File: src/fault_manager_pkg.sv
// Constants shared by the motor driver fault supervisor.
// Assumes a 10 MHz core clock and comparator inputs from analog blocks.
`default_nettype none
package fault_manager_pkg;
    localparam int unsigned CLK_HZ = 10_000_000;
    localparam int unsigned FET_COUNT = 6;
    // Deglitch and retry times
    localparam int unsigned OC_DEG_FIXED_NS = 600;
    localparam int unsigned OC_DEG_CYCLES =
        (OC_DEG_FIXED_NS * (CLK_HZ / 1_000_000) + 999) / 1000;
    localparam int unsigned REG_DEG_NS = 1000;
    localparam int unsigned REG_DEG_CYCLES = (REG_DEG_NS * (CLK_HZ / 1_000_000) + 999) / 1000;
    localparam int unsigned RETRY_US = 5000;
    localparam int unsigned RETRY_CYCLES_DEF = RETRY_US * (CLK_HZ / 1_000_000);
    localparam int unsigned STALL_FIXED_MS = 1000;
    localparam int unsigned STALL_CYCLES_DEF = STALL_FIXED_MS * (CLK_HZ / 1000);
    localparam int unsigned STALL_RETRY_MS = 500;
    localparam int unsigned STALL_RETRY_CYCLES_DEF = STALL_RETRY_MS * (CLK_HZ / 1000);
    localparam int unsigned RST_PULSE_MAX_US = 40;
    localparam int unsigned RST_PULSE_MAX_CYCLES = RST_PULSE_MAX_US * (CLK_HZ / 1_000_000);
    localparam int CNT_W = 24;
    // Overvoltage thresholds in volts
    localparam logic [5:0] OV_FIXED_V = 6'h22;
    localparam logic [5:0] OV_LOW_V = 6'h14;
    localparam logic [5:0] OV_HIGH_V = 6'h20;
    // Response modes for overcurrent and stall
    localparam logic [1:0] MODE_LATCH = 2'h0;
    localparam logic [1:0] MODE_RETRY = 2'h1;
    localparam logic [1:0] MODE_REPORT = 2'h2;
    localparam logic [1:0] MODE_OFF = 2'h3;
    // Register port map (word offsets)
    localparam logic [3:0] ADDR_CONFIG = 4'h0;
    localparam logic [3:0] ADDR_CHIP_STATUS = 4'h1;
    localparam logic [3:0] ADDR_FAULT_STATUS = 4'h2;
    localparam logic [3:0] ADDR_CONTROL = 4'h3;
    localparam logic [3:0] ADDR_STALL_TIME = 4'h4;
    localparam logic [15:0] CONFIG_RESET = 16'h0000;
    localparam logic [15:0] STALL_TIME_RESET = 16'h03E8;
    // Config field positions
    localparam int CFG_OV_EN = 0;
    localparam int CFG_OV_SEL = 1;
    localparam int CFG_OC_MODE = 2;
    localparam int CFG_STALL_MODE = 4;
    localparam int CFG_THERMAL_WARNING_REPORT_EN = 6;
    localparam int CFG_OC_DEG = 7;
    localparam int CFG_OC_LVL = 9;
    localparam int CTL_CLEAR = 0;
    typedef enum logic [1:0] {RETRY_IDLE, RETRY_WAIT} retry_type;
    typedef enum logic [1:0] {SLP_HIGH, SLP_LOW_SHORT, SLP_LOW_LONG} sleep_type;
endpackage
`default_nettype wire

File: src/motor_driver_fault_manager.sv
// Fault supervisor for a three-phase motor driver: gates the power FETs,
// drives the active-low alarm pin and keeps latched status flags.
// Assumes comparator inputs are asynchronous and software uses a simple strobe port.
// Notes on behaviour
// - overvoltage disables FETs, alarms, latches flags
// - overvoltage recovers alone; flag waits for clear
// - overvoltage needs enable; pin variant fixed 34 V
// - level select picks 20 V or 32 V
// - overcurrent needs deglitch; pin variant fixed, latched
// - level, deglitch and mode come from config
// - mode 00 latches off until clear
// - mode 01 retries after delay, flags stay
// - mode 10 reports only, alarm held until clear
// - mode 11 ignores overcurrent entirely
// - regulator overcurrent retries; flags drop after retry
// - stall when Hall silent; pin variant 1000 ms
// - stall time and mode from config
// - stall mode 00 latches off until clear
// - stall mode 01 retries; flags drop after retry
// - stall mode 10 reports until clear
// - stall mode 11 ignores stall
// - thermal warning sets flags, keeps running
// - warning alarms only when reporting enabled
// - warning flag clears only below trip
// - thermal shutdown stops FETs and pump, always
//
// The strobed register port and the placing of the registers were decided locally.
`default_nettype none
module motor_driver_fault_manager
    import fault_manager_pkg::*;
#(
    parameter bit PIN_VARIANT = 1'b0,
    parameter int unsigned RETRY_CYCLES = RETRY_CYCLES_DEF,
    parameter int unsigned STALL_RETRY_CYCLES = STALL_RETRY_CYCLES_DEF,
    parameter int unsigned STALL_MS_CYCLES = CLK_HZ / 1000
) (
    input  wire logic                 ref_clk,
    input  wire logic                 sys_rst,
    input  wire logic [5:0]           supply_volts,
    input  wire logic [FET_COUNT-1:0] fet_over_lvl,
    input  wire logic                 reg_over_current,
    input  wire logic [2:0]           hall_in,
    input  wire logic                 temp_over_warn,
    input  wire logic                 temp_below_hys,
    input  wire logic                 temp_over_shutdown,
    input  wire logic                 sleep_pin_n,
    input  wire logic [3:0]           reg_addr,
    input  wire logic [15:0]          reg_wdata,
    input  wire logic                 reg_wr,
    input  wire logic                 reg_rd,
    output logic [15:0]               reg_rdata,
    output logic                      alarm_out_n,
    output logic                      fet_enable,
    output logic                      reg_fet_enable,
    output logic                      charge_pump_enable,
    output logic [1:0]                oc_level_sel
);
    // Two-flop synchronisers for all asynchronous inputs
    // The sleep bit resets to its idle high level; a low reset value would
    // look like a short sleep pulse and fire a false clear after reset.
    logic [15:0] sync1, sync2;
    always_ff @(posedge ref_clk or posedge sys_rst) begin
        if (sys_rst) begin
            sync1 <= {15'h0000, 1'b1};
            sync2 <= {15'h0000, 1'b1};
        end else begin
            sync1 <= {supply_volts, fet_over_lvl, reg_over_current, temp_over_warn, temp_over_shutdown, sleep_pin_n};
            sync2 <= sync1;
        end
    end
    logic [2:0] hall_s1, hall_s2, hall_prev;
    always_ff @(posedge ref_clk or posedge sys_rst) begin
        if (sys_rst) begin
            hall_s1 <= '0;
            hall_s2 <= '0;
            hall_prev <= '0;
        end else begin
            hall_s1 <= hall_in;
            hall_s2 <= hall_s1;
            hall_prev <= hall_s2;
        end
    end
    logic hys_s1, hys_s2;
    always_ff @(posedge ref_clk or posedge sys_rst) begin
        if (sys_rst) begin
            hys_s1 <= 1'b1;
            hys_s2 <= 1'b1;
        end else begin
            hys_s1 <= temp_below_hys;
            hys_s2 <= hys_s1;
        end
    end
    logic [5:0]           volts;
    logic [FET_COUNT-1:0] oc_raw;
    logic                 rg_raw, warn_raw, shut_raw, sleep_s;
    assign {volts, oc_raw, rg_raw, warn_raw, shut_raw, sleep_s} = sync2;

    // Configuration registers
    logic [15:0] config_reg;
    logic [15:0] stall_time;
    always_ff @(posedge ref_clk or posedge sys_rst) begin
        if (sys_rst) begin
            config_reg <= CONFIG_RESET;
            stall_time <= STALL_TIME_RESET;
        end else if (reg_wr && reg_addr == ADDR_CONFIG) begin
            config_reg <= reg_wdata;
        end else if (reg_wr && reg_addr == ADDR_STALL_TIME) begin
            stall_time <= reg_wdata;
        end
    end
    // Pin variant forces fixed settings; register fields other than the overcurrent level ignored there
    logic       ov_en, thermal_warning_report_en;
    logic [1:0] oc_mode, stall_mode, oc_deg_sel;
    logic [5:0] ov_thresh;
    assign ov_en = PIN_VARIANT ? 1'b1 : config_reg[CFG_OV_EN];
    assign ov_thresh = PIN_VARIANT ? OV_FIXED_V :
                       (config_reg[CFG_OV_SEL] ? OV_HIGH_V : OV_LOW_V);
    assign oc_mode = PIN_VARIANT ? MODE_LATCH : config_reg[CFG_OC_MODE +: 2];
    assign stall_mode = PIN_VARIANT ? MODE_LATCH : config_reg[CFG_STALL_MODE +: 2];
    assign thermal_warning_report_en = PIN_VARIANT ? 1'b0 : config_reg[CFG_THERMAL_WARNING_REPORT_EN];
    assign oc_deg_sel = PIN_VARIANT ? 2'h0 : config_reg[CFG_OC_DEG +: 2];

    // Clear command: software strobe or short low pulse on the sleep pin
    // A low period past the window is a real sleep request and clears nothing here
    logic       clear_alarms_cmd, sw_clear, pulse_clear;
    logic [9:0] slp_cnt;
    sleep_type  slp_state;
    assign sw_clear = reg_wr && reg_addr == ADDR_CONTROL && reg_wdata[CTL_CLEAR];
    always_ff @(posedge ref_clk or posedge sys_rst) begin
        if (sys_rst) begin
            slp_state <= SLP_HIGH;
            slp_cnt <= '0;
            pulse_clear <= 1'b0;
        end else begin
            pulse_clear <= 1'b0;
            unique case (slp_state)
                SLP_HIGH: begin
                    slp_cnt <= '0;
                    if (!sleep_s) slp_state <= SLP_LOW_SHORT;
                end
                SLP_LOW_SHORT: begin
                    if (sleep_s) begin
                        pulse_clear <= 1'b1;
                        slp_state <= SLP_HIGH;
                    end else if (slp_cnt == 10'(RST_PULSE_MAX_CYCLES - 1)) begin
                        slp_state <= SLP_LOW_LONG;
                    end else begin
                        slp_cnt <= slp_cnt + 10'h001;
                    end
                end
                SLP_LOW_LONG: begin
                    if (sleep_s) slp_state <= SLP_HIGH;
                end
                default: slp_state <= SLP_HIGH;
            endcase
        end
    end
    assign clear_alarms_cmd = sw_clear || pulse_clear;

    // Overcurrent deglitch per FET; the deglitch depends on the selected code
    function automatic logic [CNT_W-1:0] deg_cycles(input logic [1:0] sel);
        deg_cycles = CNT_W'(OC_DEG_CYCLES) << sel;
    endfunction
    logic [CNT_W-1:0] oc_cnt [FET_COUNT];
    logic [FET_COUNT-1:0] oc_event;
    always_ff @(posedge ref_clk or posedge sys_rst) begin
        if (sys_rst) begin
            for (int i = 0; i < FET_COUNT; i++) oc_cnt[i] <= '0;
            oc_event <= '0;
        end else begin
            for (int i = 0; i < FET_COUNT; i++) begin
                if (!oc_raw[i]) oc_cnt[i] <= '0;
                else if (oc_cnt[i] != deg_cycles(oc_deg_sel)) oc_cnt[i] <= oc_cnt[i] + 1'b1;
                oc_event[i] <= oc_raw[i] && oc_cnt[i] == deg_cycles(oc_deg_sel);
            end
        end
    end
    assign oc_level_sel = config_reg[CFG_OC_LVL +: 2];

    // Overcurrent response; disabled mode ignores the event entirely
    logic [FET_COUNT-1:0] fet_oc_flag;
    logic oc_flag, oc_hold, oc_report;
    logic [CNT_W-1:0] oc_retry;
    logic oc_hit;
    assign oc_hit = |oc_event && oc_mode != MODE_OFF;
    always_ff @(posedge ref_clk or posedge sys_rst) begin
        if (sys_rst) begin
            fet_oc_flag <= '0;
            oc_flag <= 1'b0;
        end else if (oc_hit) begin
            fet_oc_flag <= fet_oc_flag | oc_event; // Set wins over clear
            oc_flag <= 1'b1;
        end else if (clear_alarms_cmd) begin
            fet_oc_flag <= '0;
            oc_flag <= 1'b0;
        end
    end
    always_ff @(posedge ref_clk or posedge sys_rst) begin
        if (sys_rst) begin
            oc_hold <= 1'b0;
            oc_report <= 1'b0;
            oc_retry <= '0;
        end else begin
            if (oc_hit && oc_mode == MODE_LATCH) oc_hold <= 1'b1;
            else if (oc_hit && oc_mode == MODE_RETRY) begin
                oc_hold <= 1'b1;
                oc_retry <= CNT_W'(RETRY_CYCLES);
            end else if (oc_retry != '0) begin
                oc_retry <= oc_retry - 1'b1;
                if (oc_retry == CNT_W'(1)) oc_hold <= 1'b0;
            end else if (clear_alarms_cmd && !(|oc_raw)) oc_hold <= 1'b0;
            if (oc_hit && oc_mode == MODE_REPORT) oc_report <= 1'b1;
            else if (clear_alarms_cmd && !(|oc_raw)) oc_report <= 1'b0;
        end
    end

    // Regulator overcurrent: deglitch then fixed retry, flags drop on expiry
    // A fault still present when the retry ends fires again at once
    logic [CNT_W-1:0] rg_cnt, rg_retry;
    logic rg_flag;
    always_ff @(posedge ref_clk or posedge sys_rst) begin
        if (sys_rst) begin
            rg_cnt <= '0;
            rg_retry <= '0;
            rg_flag <= 1'b0;
        end else begin
            rg_cnt <= rg_raw ? (rg_cnt == CNT_W'(REG_DEG_CYCLES) ? rg_cnt : rg_cnt + 1'b1) : '0;
            if (rg_raw && rg_cnt == CNT_W'(REG_DEG_CYCLES) && rg_retry == '0) begin
                rg_flag <= 1'b1;
                rg_retry <= CNT_W'(RETRY_CYCLES);
            end else if (rg_retry != '0) begin
                rg_retry <= rg_retry - 1'b1;
                if (rg_retry == CNT_W'(1)) rg_flag <= 1'b0;
            end
        end
    end

    // Stall: count Hall silence in milliseconds against the programmed time
    logic [CNT_W-1:0] ms_div, stall_retry;
    logic [15:0] silent_ms, stall_limit;
    logic stall_event, stall_flag, stall_hold, stall_report;
    assign stall_limit = PIN_VARIANT ? 16'(STALL_FIXED_MS) : stall_time;
    always_ff @(posedge ref_clk or posedge sys_rst) begin
        if (sys_rst) begin
            ms_div <= '0;
            silent_ms <= '0;
            stall_event <= 1'b0;
        end else begin
            stall_event <= 1'b0;
            if (hall_s2 != hall_prev || !fet_enable) begin
                ms_div <= '0;
                silent_ms <= '0;
            end else if (ms_div == CNT_W'(STALL_MS_CYCLES - 1)) begin
                ms_div <= '0;
                if (silent_ms == stall_limit) begin
                    silent_ms <= '0;
                    stall_event <= stall_mode != MODE_OFF;
                end else silent_ms <= silent_ms + 16'h0001;
            end else ms_div <= ms_div + 1'b1;
        end
    end
    always_ff @(posedge ref_clk or posedge sys_rst) begin
        if (sys_rst) begin
            stall_flag <= 1'b0;
            stall_hold <= 1'b0;
            stall_report <= 1'b0;
            stall_retry <= '0;
        end else begin
            if (stall_event) begin
                stall_flag <= 1'b1;
                stall_hold <= stall_mode != MODE_REPORT;
                stall_report <= stall_mode == MODE_REPORT;
                if (stall_mode == MODE_RETRY) stall_retry <= CNT_W'(STALL_RETRY_CYCLES);
            end else if (stall_retry != '0) begin
                stall_retry <= stall_retry - 1'b1;
                if (stall_retry == CNT_W'(1)) begin
                    stall_hold <= 1'b0;
                    stall_flag <= 1'b0;
                end
            end else if (clear_alarms_cmd) begin
                stall_flag <= 1'b0;
                stall_hold <= 1'b0;
                stall_report <= 1'b0;
            end
        end
    end

    // Overvoltage and thermal flags
    logic ov_now, ov_flag, warn_flag, warn_alarm, shut_flag;
    assign ov_now = ov_en && volts > ov_thresh;
    always_ff @(posedge ref_clk or posedge sys_rst) begin
        if (sys_rst) begin
            ov_flag <= 1'b0;
            warn_flag <= 1'b0;
            warn_alarm <= 1'b0;
            shut_flag <= 1'b0;
        end else begin
            if (ov_now) ov_flag <= 1'b1;
            else if (clear_alarms_cmd) ov_flag <= 1'b0;
            if (warn_raw) warn_flag <= 1'b1;
            else if (clear_alarms_cmd) warn_flag <= 1'b0;
            if (warn_raw && thermal_warning_report_en) warn_alarm <= 1'b1;
            else if (hys_s2) warn_alarm <= 1'b0;
            if (shut_raw) shut_flag <= 1'b1;
            else if (clear_alarms_cmd) shut_flag <= 1'b0;
        end
    end

    // Outputs: all registered, alarm is the sum of reported conditions
    logic any_alarm_flag, thermal_summary_flag;
    assign thermal_summary_flag = warn_flag || shut_flag;
    // Summary follows the latched flags, so it drops with the regulator and stall flags when their retries expire
    assign any_alarm_flag = ov_flag || oc_flag || rg_flag || stall_flag || shut_flag;
    // Report-only overcurrent must not touch the FETs, so oc_hit gates them
    // only in the protective modes
    always_ff @(posedge ref_clk or posedge sys_rst) begin
        if (sys_rst) begin
            alarm_out_n <= 1'b1;
            fet_enable <= 1'b0;
            reg_fet_enable <= 1'b0;
            charge_pump_enable <= 1'b0;
        end else begin
            alarm_out_n <= !(ov_now || oc_hold || oc_report || rg_flag || stall_hold
                             || stall_report || warn_alarm || shut_raw);
            fet_enable <= !(ov_now || oc_hold || stall_hold || shut_raw
                            || (oc_hit && oc_mode != MODE_REPORT));
            reg_fet_enable <= !rg_flag;
            charge_pump_enable <= !shut_raw;
        end
    end

    // Register read: data valid in the cycle after the strobe
    always_ff @(posedge ref_clk or posedge sys_rst) begin
        if (sys_rst) reg_rdata <= '0;
        else if (reg_rd) begin
            unique case (reg_addr)
                ADDR_CONFIG: reg_rdata <= config_reg;
                ADDR_CHIP_STATUS: reg_rdata <= {11'h000, shut_flag, rg_flag, thermal_summary_flag,
                                                ov_flag, any_alarm_flag};
                ADDR_FAULT_STATUS: reg_rdata <= {6'h00, rg_flag, stall_flag, warn_flag, oc_flag, fet_oc_flag};
                ADDR_STALL_TIME: reg_rdata <= stall_time;
                default: reg_rdata <= '0;
            endcase
        end
    end
endmodule
`default_nettype wire

File: config.mk
export PLATFORM = sky130hd
export DESIGN_NAME = motor_driver_fault_manager
export DESIGN_NICKNAME = d
export VERILOG_FILES = /design/src/fault_manager_pkg.sv /design/src/motor_driver_fault_manager.sv
export SDC_FILE = /design/constraint.sdc
export NUM_CORES = 1
export LEC_CHECK = 0
export ABC_AREA = 1
export ABC_CLOCK_PERIOD_IN_PS = 11800
export BUFFER_PORTS_ARGS = -buffer_cell sky130_fd_sc_hd__buf_2
export CORE_MARGIN = 2
export CORE_UTILIZATION = 29
export DETAILED_ROUTE_END_ITERATION = 8
export GPL_TIMING_DRIVEN = 0
export HOLD_SLACK_MARGIN = 0.12
export SYNTH_ARGS = -nofsm -noshare
export SYNTH_HDL_FRONTEND = slang
export SYNTH_SLANG_ARGS = --single-unit
File: constraint.sdc
create_clock -name ref_clk -period 11.8 [get_ports ref_clk]
set_clock_uncertainty 0.2 [all_clocks]
set_input_delay 1.18 -clock ref_clk [delete_from_list [all_inputs] [get_ports ref_clk]]
set_output_delay 1.18 -clock ref_clk [all_outputs]
set_load 0.02 [all_outputs]
==> results of run 1 <==
[synth_stat cells, drive strengths merged, types with 2 or more instances]
cell      n  share of area (%)
o31ai     5               0.17
a31oi     6               0.17
o221ai    4               0.15
nand3b   14               0.46
a41oi     2              0.077
nor4      4               0.11
xor2     73                2.8
a21oi   101                2.2
nand3   218                4.9
xnor2    32                1.2
nor3b     6               0.22
nor3    107                2.5
buf      28               0.81
nand2   744                 13
dfrtp   401                 44
a21o      4               0.13
ha       22                1.2
o211ai    2              0.066
inv     382                6.3
o21a      4               0.13
nor2    533                9.2
o21bai    5               0.17
o22ai    16               0.44
o21ai   200                4.5
dfstp    11                1.3
clkbuf   28               0.48
nand2b    2              0.055
clkinv    6               0.16
nand4    90                2.5
or2       8               0.22
mux2      6               0.30
[routing by layer]
metal	routed length (um)	GRT usage (%)	part of all wire [%]
met1	27760	19.81	48
met5	13	0	0.023
met3	2373	2.206	4.1
met2	25490	22.86	44
met4	1745	4.802	3.0
[area by class of cell]
cell class	instances	share of cell area [%]
Inverter	388	5.601
Timing Repair Buffer	76	2.159
Clock inverter	24	1.540
Clock buffer	68	5.358
Sequential cell	412	39.23
Multi-Input combinational cell	2213	40.07
Tap cell	1040	4.945
Buffer	56	1.103
[worst max path at each step]
stage                                    to  depth (start not counted)
2_1_floorplan  charge_pump_enable$_DFF_PP0_                          1
6_report                         fet_enable                          1
4_1_cts                          fet_enable                          1
5_1_grt               oc_event[2]$_DFF_PP0_                         11
3_3_place_gp         rg_cnt[13]$_DFFE_PP0N_                          2
3_5_place_dp       reg_rdata[3]$_DFFE_PP0P_                          7
[power by group]
part	internal, mW	switching [mW]	total (mW)
combinational	0.223	0.384	0.607
sequential	1.54	0.131	1.67
clock	1.06	0.638	1.69
total	2.82	1.15	3.98
[cell families after synthesis]
kind of cell / count (synthesis) / synth area share [%]
adder cells (fa/ha/maj): 22 / 1.216
AO/OA/AOI/OAI: 351 / 8.289
XOR/XNOR: 105 / 4.064
flip-flops: 412 / 45.62
AND/OR/NAND/NOR: 1728 / 32.68
buffers and inverters: 444 / 7.780
multiplexers: 7 / 0.3428
[metrics by stage]
stage | hold WS (ns) | area (um^2) | utilization [%] | instances | total power [mW]
finish | 0.1446 | 26320 | 34.03 | 4277 | 3.977
global route | 0.1526 | 26320 | 34.03 | 4277 | 4.198
CTS | 0.1487 | 26320 | 34.03 | 4277 | 4.031
detailed placement | 0.1358 | 24500 | 31.68 | 4185 | 2.303
global placement | 0.1329 | 24250 | 31.36 | 4173 | 2.287
floorplan | 0.1312 | 22630 | - | 3069 | 2.122
==> impl_metrics.yaml, run 1 <==
run_status:
  status: "completed"
detailed_routing:
  dr.pass1.iters: 5
  wl_um: 57380
  wire_per_inst_um: 13.42
  route.vias.total: 19820
  drc: 0
  drtIter0Drc: 1457
  ant_nets: 0
  viasPerCell: 4.635
timing:
  max_freq_ghz: 0.3650
  layout_setup_ws_ns: 9.060
  fin_setup_tns_ns: 0
  finalCriticalPeriod_ns: 2.740
  rsz0062_at_grt: "no"
  worst_pin_slew_ns: 0.7836
  fin_crit_sh_pct: 23.22
  finalHoldViolCount: 0
  setup_violations: 0
  maxSlewHeadroom_pct: 47.65
  drv_slew: 0
placed_design:
  dp_hpwl_um: 42410
  dpl_worst_slack_ns: 8.532
  place_congestion: 0.8942
  place.port_buffers: 64
floorplanning:
  die_x_um: 283.3
  row_count: 102
  io-pin-count: 66
  dieHeight_um: 283.3
  fp.coreArea_um2: 77340
  dieArea_um2: 80280
  start_util_pct: 29.26
worst_setup_path:
  rr_startpoint: "config_reg[8]$_DFFE_PP0P_"
  r2r_cells: 11
  cp_max_fo: 2
  required_ns: 10.42
  arrival_ns: 1.36
  crit_slowest_cell: "dfrtp_1"
  slowest_delay_ns: 0.52
  cp.buffers_inverters: 1
  startpoint: "fet_enable$_DFF_PP0_"
  criticalPathCategory: "flop to output pin"
  r2r_setup_slack_ns: 9.26
  cp-start-kind: "flop"
  crit_family: "flip-flops"
  crit_chain: "buf_2"
  cp-end-kind: "output pin"
  rr_endpoint: "oc_event[2]$_DFF_PP0_"
global_route:
  grt_util_all_layers_pct: 14.33
  antenna_found_initial: 3
  grt_pass1_wl_um: 96700
  overflow: 0
  first_global_vias: 18940
  grt_max_degree: 42
power_and_ir_drop:
  p_leak_nw: 12.30
  peakVddDrop_mv: 0.09040
  power.density_nw_per_um2: 151.1
synthesis:
  ys_seq_area_share_pct: 45.62
  yosys_warnings: 0
  synth_flop_cell: "dfrtp_1"
  syn_area_per_cell_um2: 7.373
  syn_inst: 3069
  synth_edf_count: 0
  synthArstFlopShare_pct: 100.0
  synth_fp_nets: 3135
  yosysUniqueCellTypes: 55
  synth_seq_cells: 412
  synth_area_um2: 22630
finish:
  largest_reg_flops: 144
  final_cell_mix: "nand2_1 (735), nor2_1 (513), dfrtp_1 (401)"
  fin_nets: 3263
  area_delta_synth_final_pct: 16.30
  final_common_cell: "nand2_1"
  layout-drive-gt1-share_pct: 8.032
  diodes: 0
  multi_input_area_um2: 10540
  seq_area_um2: 10320
  top_register: "oc_cnt"
  num-fill-cells: 8177
cts:
  cts_setup_buffers: 0
  cts_made_buffers: 50
  htree_levels: 2
  cts_hold_buf: 0
  path_clk_slew_ns: 0.06
  cts.sinks: 412
  cts_tree: "done"
  cts_resized: 0
  cts.root.buffer_cell: "clkbuf_16"
  cts_buffer_depth: 3
  worstSkewPairLatency_ns: 0.61
worst_hold_path:
  hp-class: "flop to flop"
  hold_end: "sync2[12]$_DFF_PP0_"
  whs_path_depth: 0
  min_from: "sync1[12]$_DFF_PP0_"
run:
  cap_violations: 0
Power figures use the tool's default switching activity.
==> run 2: changes to the inputs <==
--- a/config.mk
+++ b/config.mk
@@ -6,7 +6,7 @@
 export NUM_CORES = 1
 export LEC_CHECK = 0
 export ABC_AREA = 1
-export ABC_CLOCK_PERIOD_IN_PS = 11800
+export ABC_CLOCK_PERIOD_IN_PS = 2300
 export BUFFER_PORTS_ARGS = -buffer_cell sky130_fd_sc_hd__buf_2
 export CORE_MARGIN = 2
 export CORE_UTILIZATION = 29
==> constraint.sdc (replaced) <==
create_clock -name ref_clk -period 2.3 [get_ports ref_clk]
set_clock_uncertainty 0.2 [all_clocks]
set_input_delay 0.23 -clock ref_clk [delete_from_list [all_inputs] [get_ports ref_clk]]
set_output_delay 0.23 -clock ref_clk [all_outputs]
set_load 0.02 [all_outputs]
==> run 2 against run 1 <==
  * Worst setup slack got worse by 9.0 ns
  * Flip-flop and latch count unchanged
  * Largest power group unchanged
  * Register-to-register slack got worse by 9.1 ns
  * Critical path depth increased by 6
  * Combinational power increased to 5.5 times the previous value
  * Total power increased to 5.2 times the previous value
  * Highest routed layer is now met4
  * Non-clock buffer count increased by 71
  * Wire length increased by 1.5%
  * Final area increased by 3.2%
  * Utilization increased by 1.1 points
  * Critical path type is now primary input to flop
  * Sequential share of layout area decreased by 1.2 points
==> impl_metrics.yaml, run 2 (synthesis gave the netlist of run 1 again) <==
timing:
  finalCriticalPeriod_ns: 2.253
  maxSlewHeadroom_pct: 47.66
  rsz0062_at_grt: "yes"
  layout_setup_ws_ns: 0.04686
  setup_violations: 0
  hold_slack_ns: 0.1304
  max_freq_ghz: 0.4438
  fin_setup_tns_ns: 0
  drv_slew: 0
  fin_crit_sh_pct: 97.96
  finalHoldViolCount: 0
  worst_pin_slew_ns: 0.7834
worst_setup_path:
  slowest_delay_ns: 0.55
  r2r_setup_slack_ns: 0.12
  r2r_cells: 11
  crit_family: "buffers and inverters"
  rr_startpoint: "oc_retry[0]$_DFFE_PP0P_"
  criticalPathCategory: "primary input to flop"
  cp.buffers_inverters: 3
  cp-start-kind: "primary input"
  cp_max_fo: 10
  arrival_ns: 2.51
  required_ns: 2.55
  crit_slowest_cell: "dlygate4sd3_1"
  cp-end-kind: "flop"
  rr_endpoint: "oc_retry[17]$_DFFE_PP0P_"
  startpoint: "reg_addr[2]"
  crit_chain: "dlygate4sd3_1 > buf_2 > nand3_1 > clkbuf_1 > o22ai_1 > o21ai_0 > o21ai_0"
  cpMostUsedCell: "o21ai_0"
placed_design:
  dp_hpwl_um: 42410
  place_congestion: 0.8942
  dpl_worst_slack_ns: -0.2670
  dp_cells: 4185
  place.port_buffers: 64
finish:
  top_register: "oc_cnt"
  largest_reg_flops: 144
  final_cell_mix: "nand2_1 (733), nor2_1 (504), dfrtp_1 (400)"
  layout-drive-gt1-share_pct: 8.767
  num-fill-cells: 8118
  final_common_cell: "nand2_1"
  utilization_pct: 35.10
  instances_no_fill: 4348
  area_delta_synth_final_pct: 19.97
  diodes: 0
  fin_nets: 3334
run_status:
  status: "completed"
power_and_ir_drop:
  clockPowerShare_pct: 42.2
  power.density_nw_per_um2: 760.3
  peakVddDrop_mv: 0.4671
  power.share.combinational_pct: 16.1
  swShare_pct: 29.11
  p_switching_mw: 6.008
  p_int_mw: 14.63
  seqPwrFrac_pct: 41.7
  p_leak_nw: 12.62
global_route:
  antenna_found_initial: 2
  grt_max_degree: 42
  grt_util_all_layers_pct: 14.50
  grt_pass1_wl_um: 97920
  first_global_vias: 19270
  overflow: 0
floorplanning:
  dieHeight_um: 283.3
  io-pin-count: 66
  die_x_um: 283.3
  dieArea_um2: 80280
  start_util_pct: 29.26
  row_count: 102
  fp.coreArea_um2: 77340
worst_hold_path:
  hp-class: "primary input to async pin"
cts:
  cts_tree: "done"
  htree_levels: 2
  cts.sinks: 412
  path_clk_slew_ns: 0.06
  worstSkewPairLatency_ns: 0.61
  cts_made_buffers: 50
  cts.root.buffer_cell: "clkbuf_16"
  cts_buffer_depth: 3
detailed_routing:
  drtIter0Drc: 1424
  drc: 0
  viasPerCell: 4.626
  ant_nets: 0
  wire_per_inst_um: 13.39
  route.vias.total: 20110
  wl_um: 58240
  dr.pass1.iters: 8
run:
  cap_violations: 0
[run 2: cell count changes in the layout (fill, tap and decap cells not counted), moves of 3 or more]
cell / change
inv_1: -5
buf_6: +3
buf_2: -4
nor2_2: +5
nor2_1: -9
buf_4: +7
nor2_4: +4
dlygate4sd3_1: +64
[run 2: repair_timing]
item                                    in CTS  in global routing
resized for setup                           10                 31
pin swaps                                    1                  4
buffers inserted                             2                  5
hold buffers                                64                  0
endpoints found under the setup margin      48                100
hold endpoints to repair                   174                  0
[run 2: worst max path at each step]
stage	endpoint	slack, ns	cells after the start
5_1_grt	oc_retry[17]$_DFFE_PP0P_	-0.05	11
3_3_place_gp	rg_cnt[13]$_DFFE_PP0N_	-6.50	2
3_5_place_dp	oc_event[2]$_DFF_PP0_	-0.27	11
6_report	reg_rdata[3]$_DFFE_PP0P_	0.05	7
2_1_floorplan	charge_pump_enable$_DFF_PP0_	-3.67	1
4_1_cts	silent_ms[2]$_DFFE_PP0P_	0.002	8
[run 2: power groups by stage]
stage	sequential, mW	combinational, mW	clock [mW]
after CTS	8.59	3.27	8.97
after detailed placement	8.70	3.12	0
after global placement	8.72	3.02	0
after global routing	8.70	3.82	9.25
final	8.60	3.33	8.71
after floorplan	8.53	2.36	0
[run 2: through the flow]
stage	power, mW	instance area, um^2
2_1_floorplan	10.89	22630
3_3_place_gp	11.73	24250
3_5_place_dp	11.82	24500
4_1_cts	20.82	27000
5_1_grt	21.77	27150
6_report	20.64	27150
[run 2: cell type report]
cell class | instances | area [um^2] | area share [%]
clock buffers | 68 | 1410 | 5.195
well taps | 1040 | 1301 | 4.794
repair buffers | 147 | 1261 | 4.646
plain buffers | 56 | 311.5 | 1.148
inverters | 388 | 1488 | 5.480
flip-flops and latches | 412 | 10320 | 38.03
multi-input cells | 2213 | 10640 | 39.21
clock inverters | 24 | 405.4 | 1.493
[run 2: worst min-delay path, cell delays in order]
cell and delay (ns):
dlygate4sd3_1 0.53, buf_2 0.13, clkinvlp_4 0.51
[run 2: per-layer routing]
layer / track usage [%] / vias up / wire length, um
met5: 0 / - / 0
met4: 4.815 / 0 / 1780
met3: 2.158 / 103 / 2437
met2: 23.43 / 399 / 26030
met1: 19.86 / 9330 / 27990
li1: - / 10280 / -
==> run 3: changes to the inputs <==
--- a/config.mk
+++ b/config.mk
@@ -9,10 +9,11 @@
 export ABC_CLOCK_PERIOD_IN_PS = 2300
 export BUFFER_PORTS_ARGS = -buffer_cell sky130_fd_sc_hd__buf_2
 export CORE_MARGIN = 2
-export CORE_UTILIZATION = 29
+export CORE_UTILIZATION = 57
 export DETAILED_ROUTE_END_ITERATION = 8
 export GPL_TIMING_DRIVEN = 0
 export HOLD_SLACK_MARGIN = 0.12
+export PLACE_DENSITY = 0.77
 export SYNTH_ARGS = -nofsm -noshare
 export SYNTH_HDL_FRONTEND = slang
 export SYNTH_SLANG_ARGS = --single-unit
==> run 3 against run 2 <==
  * Utilization up 33 points
  * Highest routed layer unchanged
  * Combinational power up 4%
  * Wire length is 1.9% lower
  * Clock power shrank 6.4%
  * Largest cell class unchanged
  * Via count grew 4.7%
  * Sequential power about the same
  * Critical path type is now flop to flop
  * First-iteration DRC count is 25% higher
  * Critical endpoint is now oc_cnt[49]$_DFFE_PP0N_
  * Worst hold slack better by 0.016 ns
  * Count of clock-buffer cells in the layout is 13 lower
  * Total power fell by 2.1%
  * Register-to-register slack lost 0.04 ns
==> impl_metrics.yaml, run 3 (synthesis gave the netlist of run 1 again) <==
floorplanning:
  row_count: 72
  io-pin-count: 66
  die_x_um: 203.2
  dieHeight_um: 203.2
  dieArea_um2: 41310
  start_util_pct: 58.14
  fp.coreArea_um2: 38920
timing:
  max_freq_ghz: 0.4500
  finalHoldViolCount: 0
  fin_setup_tns_ns: 0
  worst_pin_slew_ns: 0.9349
  fin_crit_sh_pct: 96.61
  maxSlewHeadroom_pct: 37.47
  drv_slew: 0
  finalCriticalPeriod_ns: 2.222
  setup_violations: 0
finish:
  final_common_cell: "nand2_1"
  largest_reg_flops: 144
  top_register: "oc_cnt"
  layout-drive-gt1-share_pct: 9.031
  fin_nets: 3340
  final_cell_mix: "nand2_1 (731), nor2_1 (506), dfrtp_1 (401)"
  diodes: 0
  area_delta_synth_final_pct: 17.05
worst_setup_path:
  rr_startpoint: "config_reg[8]$_DFFE_PP0P_"
  cp_max_fo: 8
  cp-start-kind: "flop"
  criticalPathCategory: "flop to flop"
  cp-end-kind: "flop"
  crit_slowest_cell: "dfrtp_1"
  cpMostUsedCell: "nor2_1"
  arrival_ns: 2.48
  crit_chain: "ha_1 > buf_4 > clkinvlp_4 > nand2_1 > nand2_1 > nor2_1 > nand3_1 > nor2_2 > inv_1 > nor2_1 > nor2_1"
  slowest_delay_ns: 0.44
  required_ns: 2.56
  startpoint: "config_reg[8]$_DFFE_PP0P_"
placed_design:
  dp_hpwl_um: 39550
  place_congestion: 0.9247
  place.port_buffers: 64
cts:
  cts_made_buffers: 45
  cts.root.buffer_cell: "clkbuf_16"
  cts_tree: "done"
  path_clk_slew_ns: 0.06
  worstSkewPairLatency_ns: 0.59
  htree_levels: 2
  cts.sinks: 412
  cts_buffer_depth: 3
power_and_ir_drop:
  p_total_mw: 20.21
  p_leak_nw: 12.63
  peakVddDrop_mv: 0.5105
  power.density_nw_per_um2: 763.1
run:
  cap_violations: 0
detailed_routing:
  drtIter0Drc: 1787
  ant_nets: 0
  wl_um: 57130
  drc: 0
  viasPerCell: 5.500
  dr.pass1.iters: 8
  route.vias.total: 21060
  wire_per_inst_um: 14.92
global_route:
  antenna_found_initial: 0
  grt_pass1_wl_um: 95880
  grt_util_all_layers_pct: 27.92
  grt_max_degree: 43
  overflow: 0
  first_global_vias: 20400
worst_hold_path:
  hp-class: "primary input to async pin"
run_status:
  status: "completed"
## run 3: cell types whose count changed in the layout (fill, tap and decap cells not counted), moves of 3 or more
cell and change:
clkbuf_16 -4, buf_4 +7, clkbuf_1 -7, dlygate4sd3_1 +3, clkinv_2 +4, nor2_4 -3
clkinvlp_4 +3
## run 3: worst max-delay path, delay by kind of cell (launching register included)
kind / cells / cell delay [ns]
adder cells (fa/ha/maj): 1 / 0.19
buffers and inverters: 3 / 0.55
flip-flops: 1 / 0.44
AND/OR/NAND/NOR: 7 / 0.70
## run 3: layout make-up
class	instances	area, um^2
repair buffers	159	1380
plain buffers	55	311.5
fillers	3193	12430
clock inverters	29	416.7
well taps	518	648.1
flip-flops and latches	412	10320
inverters	388	1499
clock buffers	55	1256
multi-input cells	2213	10650
## run 3: final timing paths
check	end	slack, ns	depth (start not counted)
max	oc_cnt[49]$_DFFE_PP0N_	0.08	11
min	ms_div[17]$_DFF_PP0_	0.15	4
max reg2reg	oc_cnt[49]$_DFFE_PP0N_	0.08	11
min reg2reg	sync2[6]$_DFF_PP0_	0.15	0
max in group asynchronous	ms_div[6]$_DFF_PP0_	0.40	4
min in group ref_clk	sync2[6]$_DFF_PP0_	0.15	0
## run 3: repair_timing
action / CTS / global route
buffers inserted: 2 / 13
endpoints found under the setup margin: 46 / 73
gates resized for setup: 16 / 36
hold endpoints to repair: 172 / 0
pin swaps: 0 / 10
hold buffers: 68 / 0
## run 3: report_power, final
part	total [mW]	internal (mW)	switching, mW
combinational	3.45	1.34	2.11
sequential	8.61	7.92	0.698
clock	8.15	5.03	3.13
## run 3: through the flow
stage / hold WS [ns] / setup slack [ns] / utilization [%] / cells / instance area [um^2]
floorplan: 0.03448 / -3.675 / - / 3069 / 22630
global placement: 0.1345 / -6.007 / 60.64 / 3651 / 23600
detailed placement: 0.1330 / -0.2876 / 61.28 / 3663 / 23850
CTS: 0.1216 / 0.003661 / 67.49 / 3817 / 26270
global route: 0.1544 / -0.05234 / 68.06 / 3829 / 26490
finish: 0.1460 / 0.07794 / 68.06 / 3829 / 26490
## run 3: layer usage
metal / up-vias / track usage, % / wire length [um] / part of all wire, %
met5: - / 0 / 0 / 0
met4: 0 / 9.802 / 1585 / 2.8
met3: 133 / 4.426 / 3684 / 6.4
met2: 731 / 46.82 / 27200 / 48
met1: 9918 / 36.92 / 24660 / 43
li1: 10280 / - / - / -
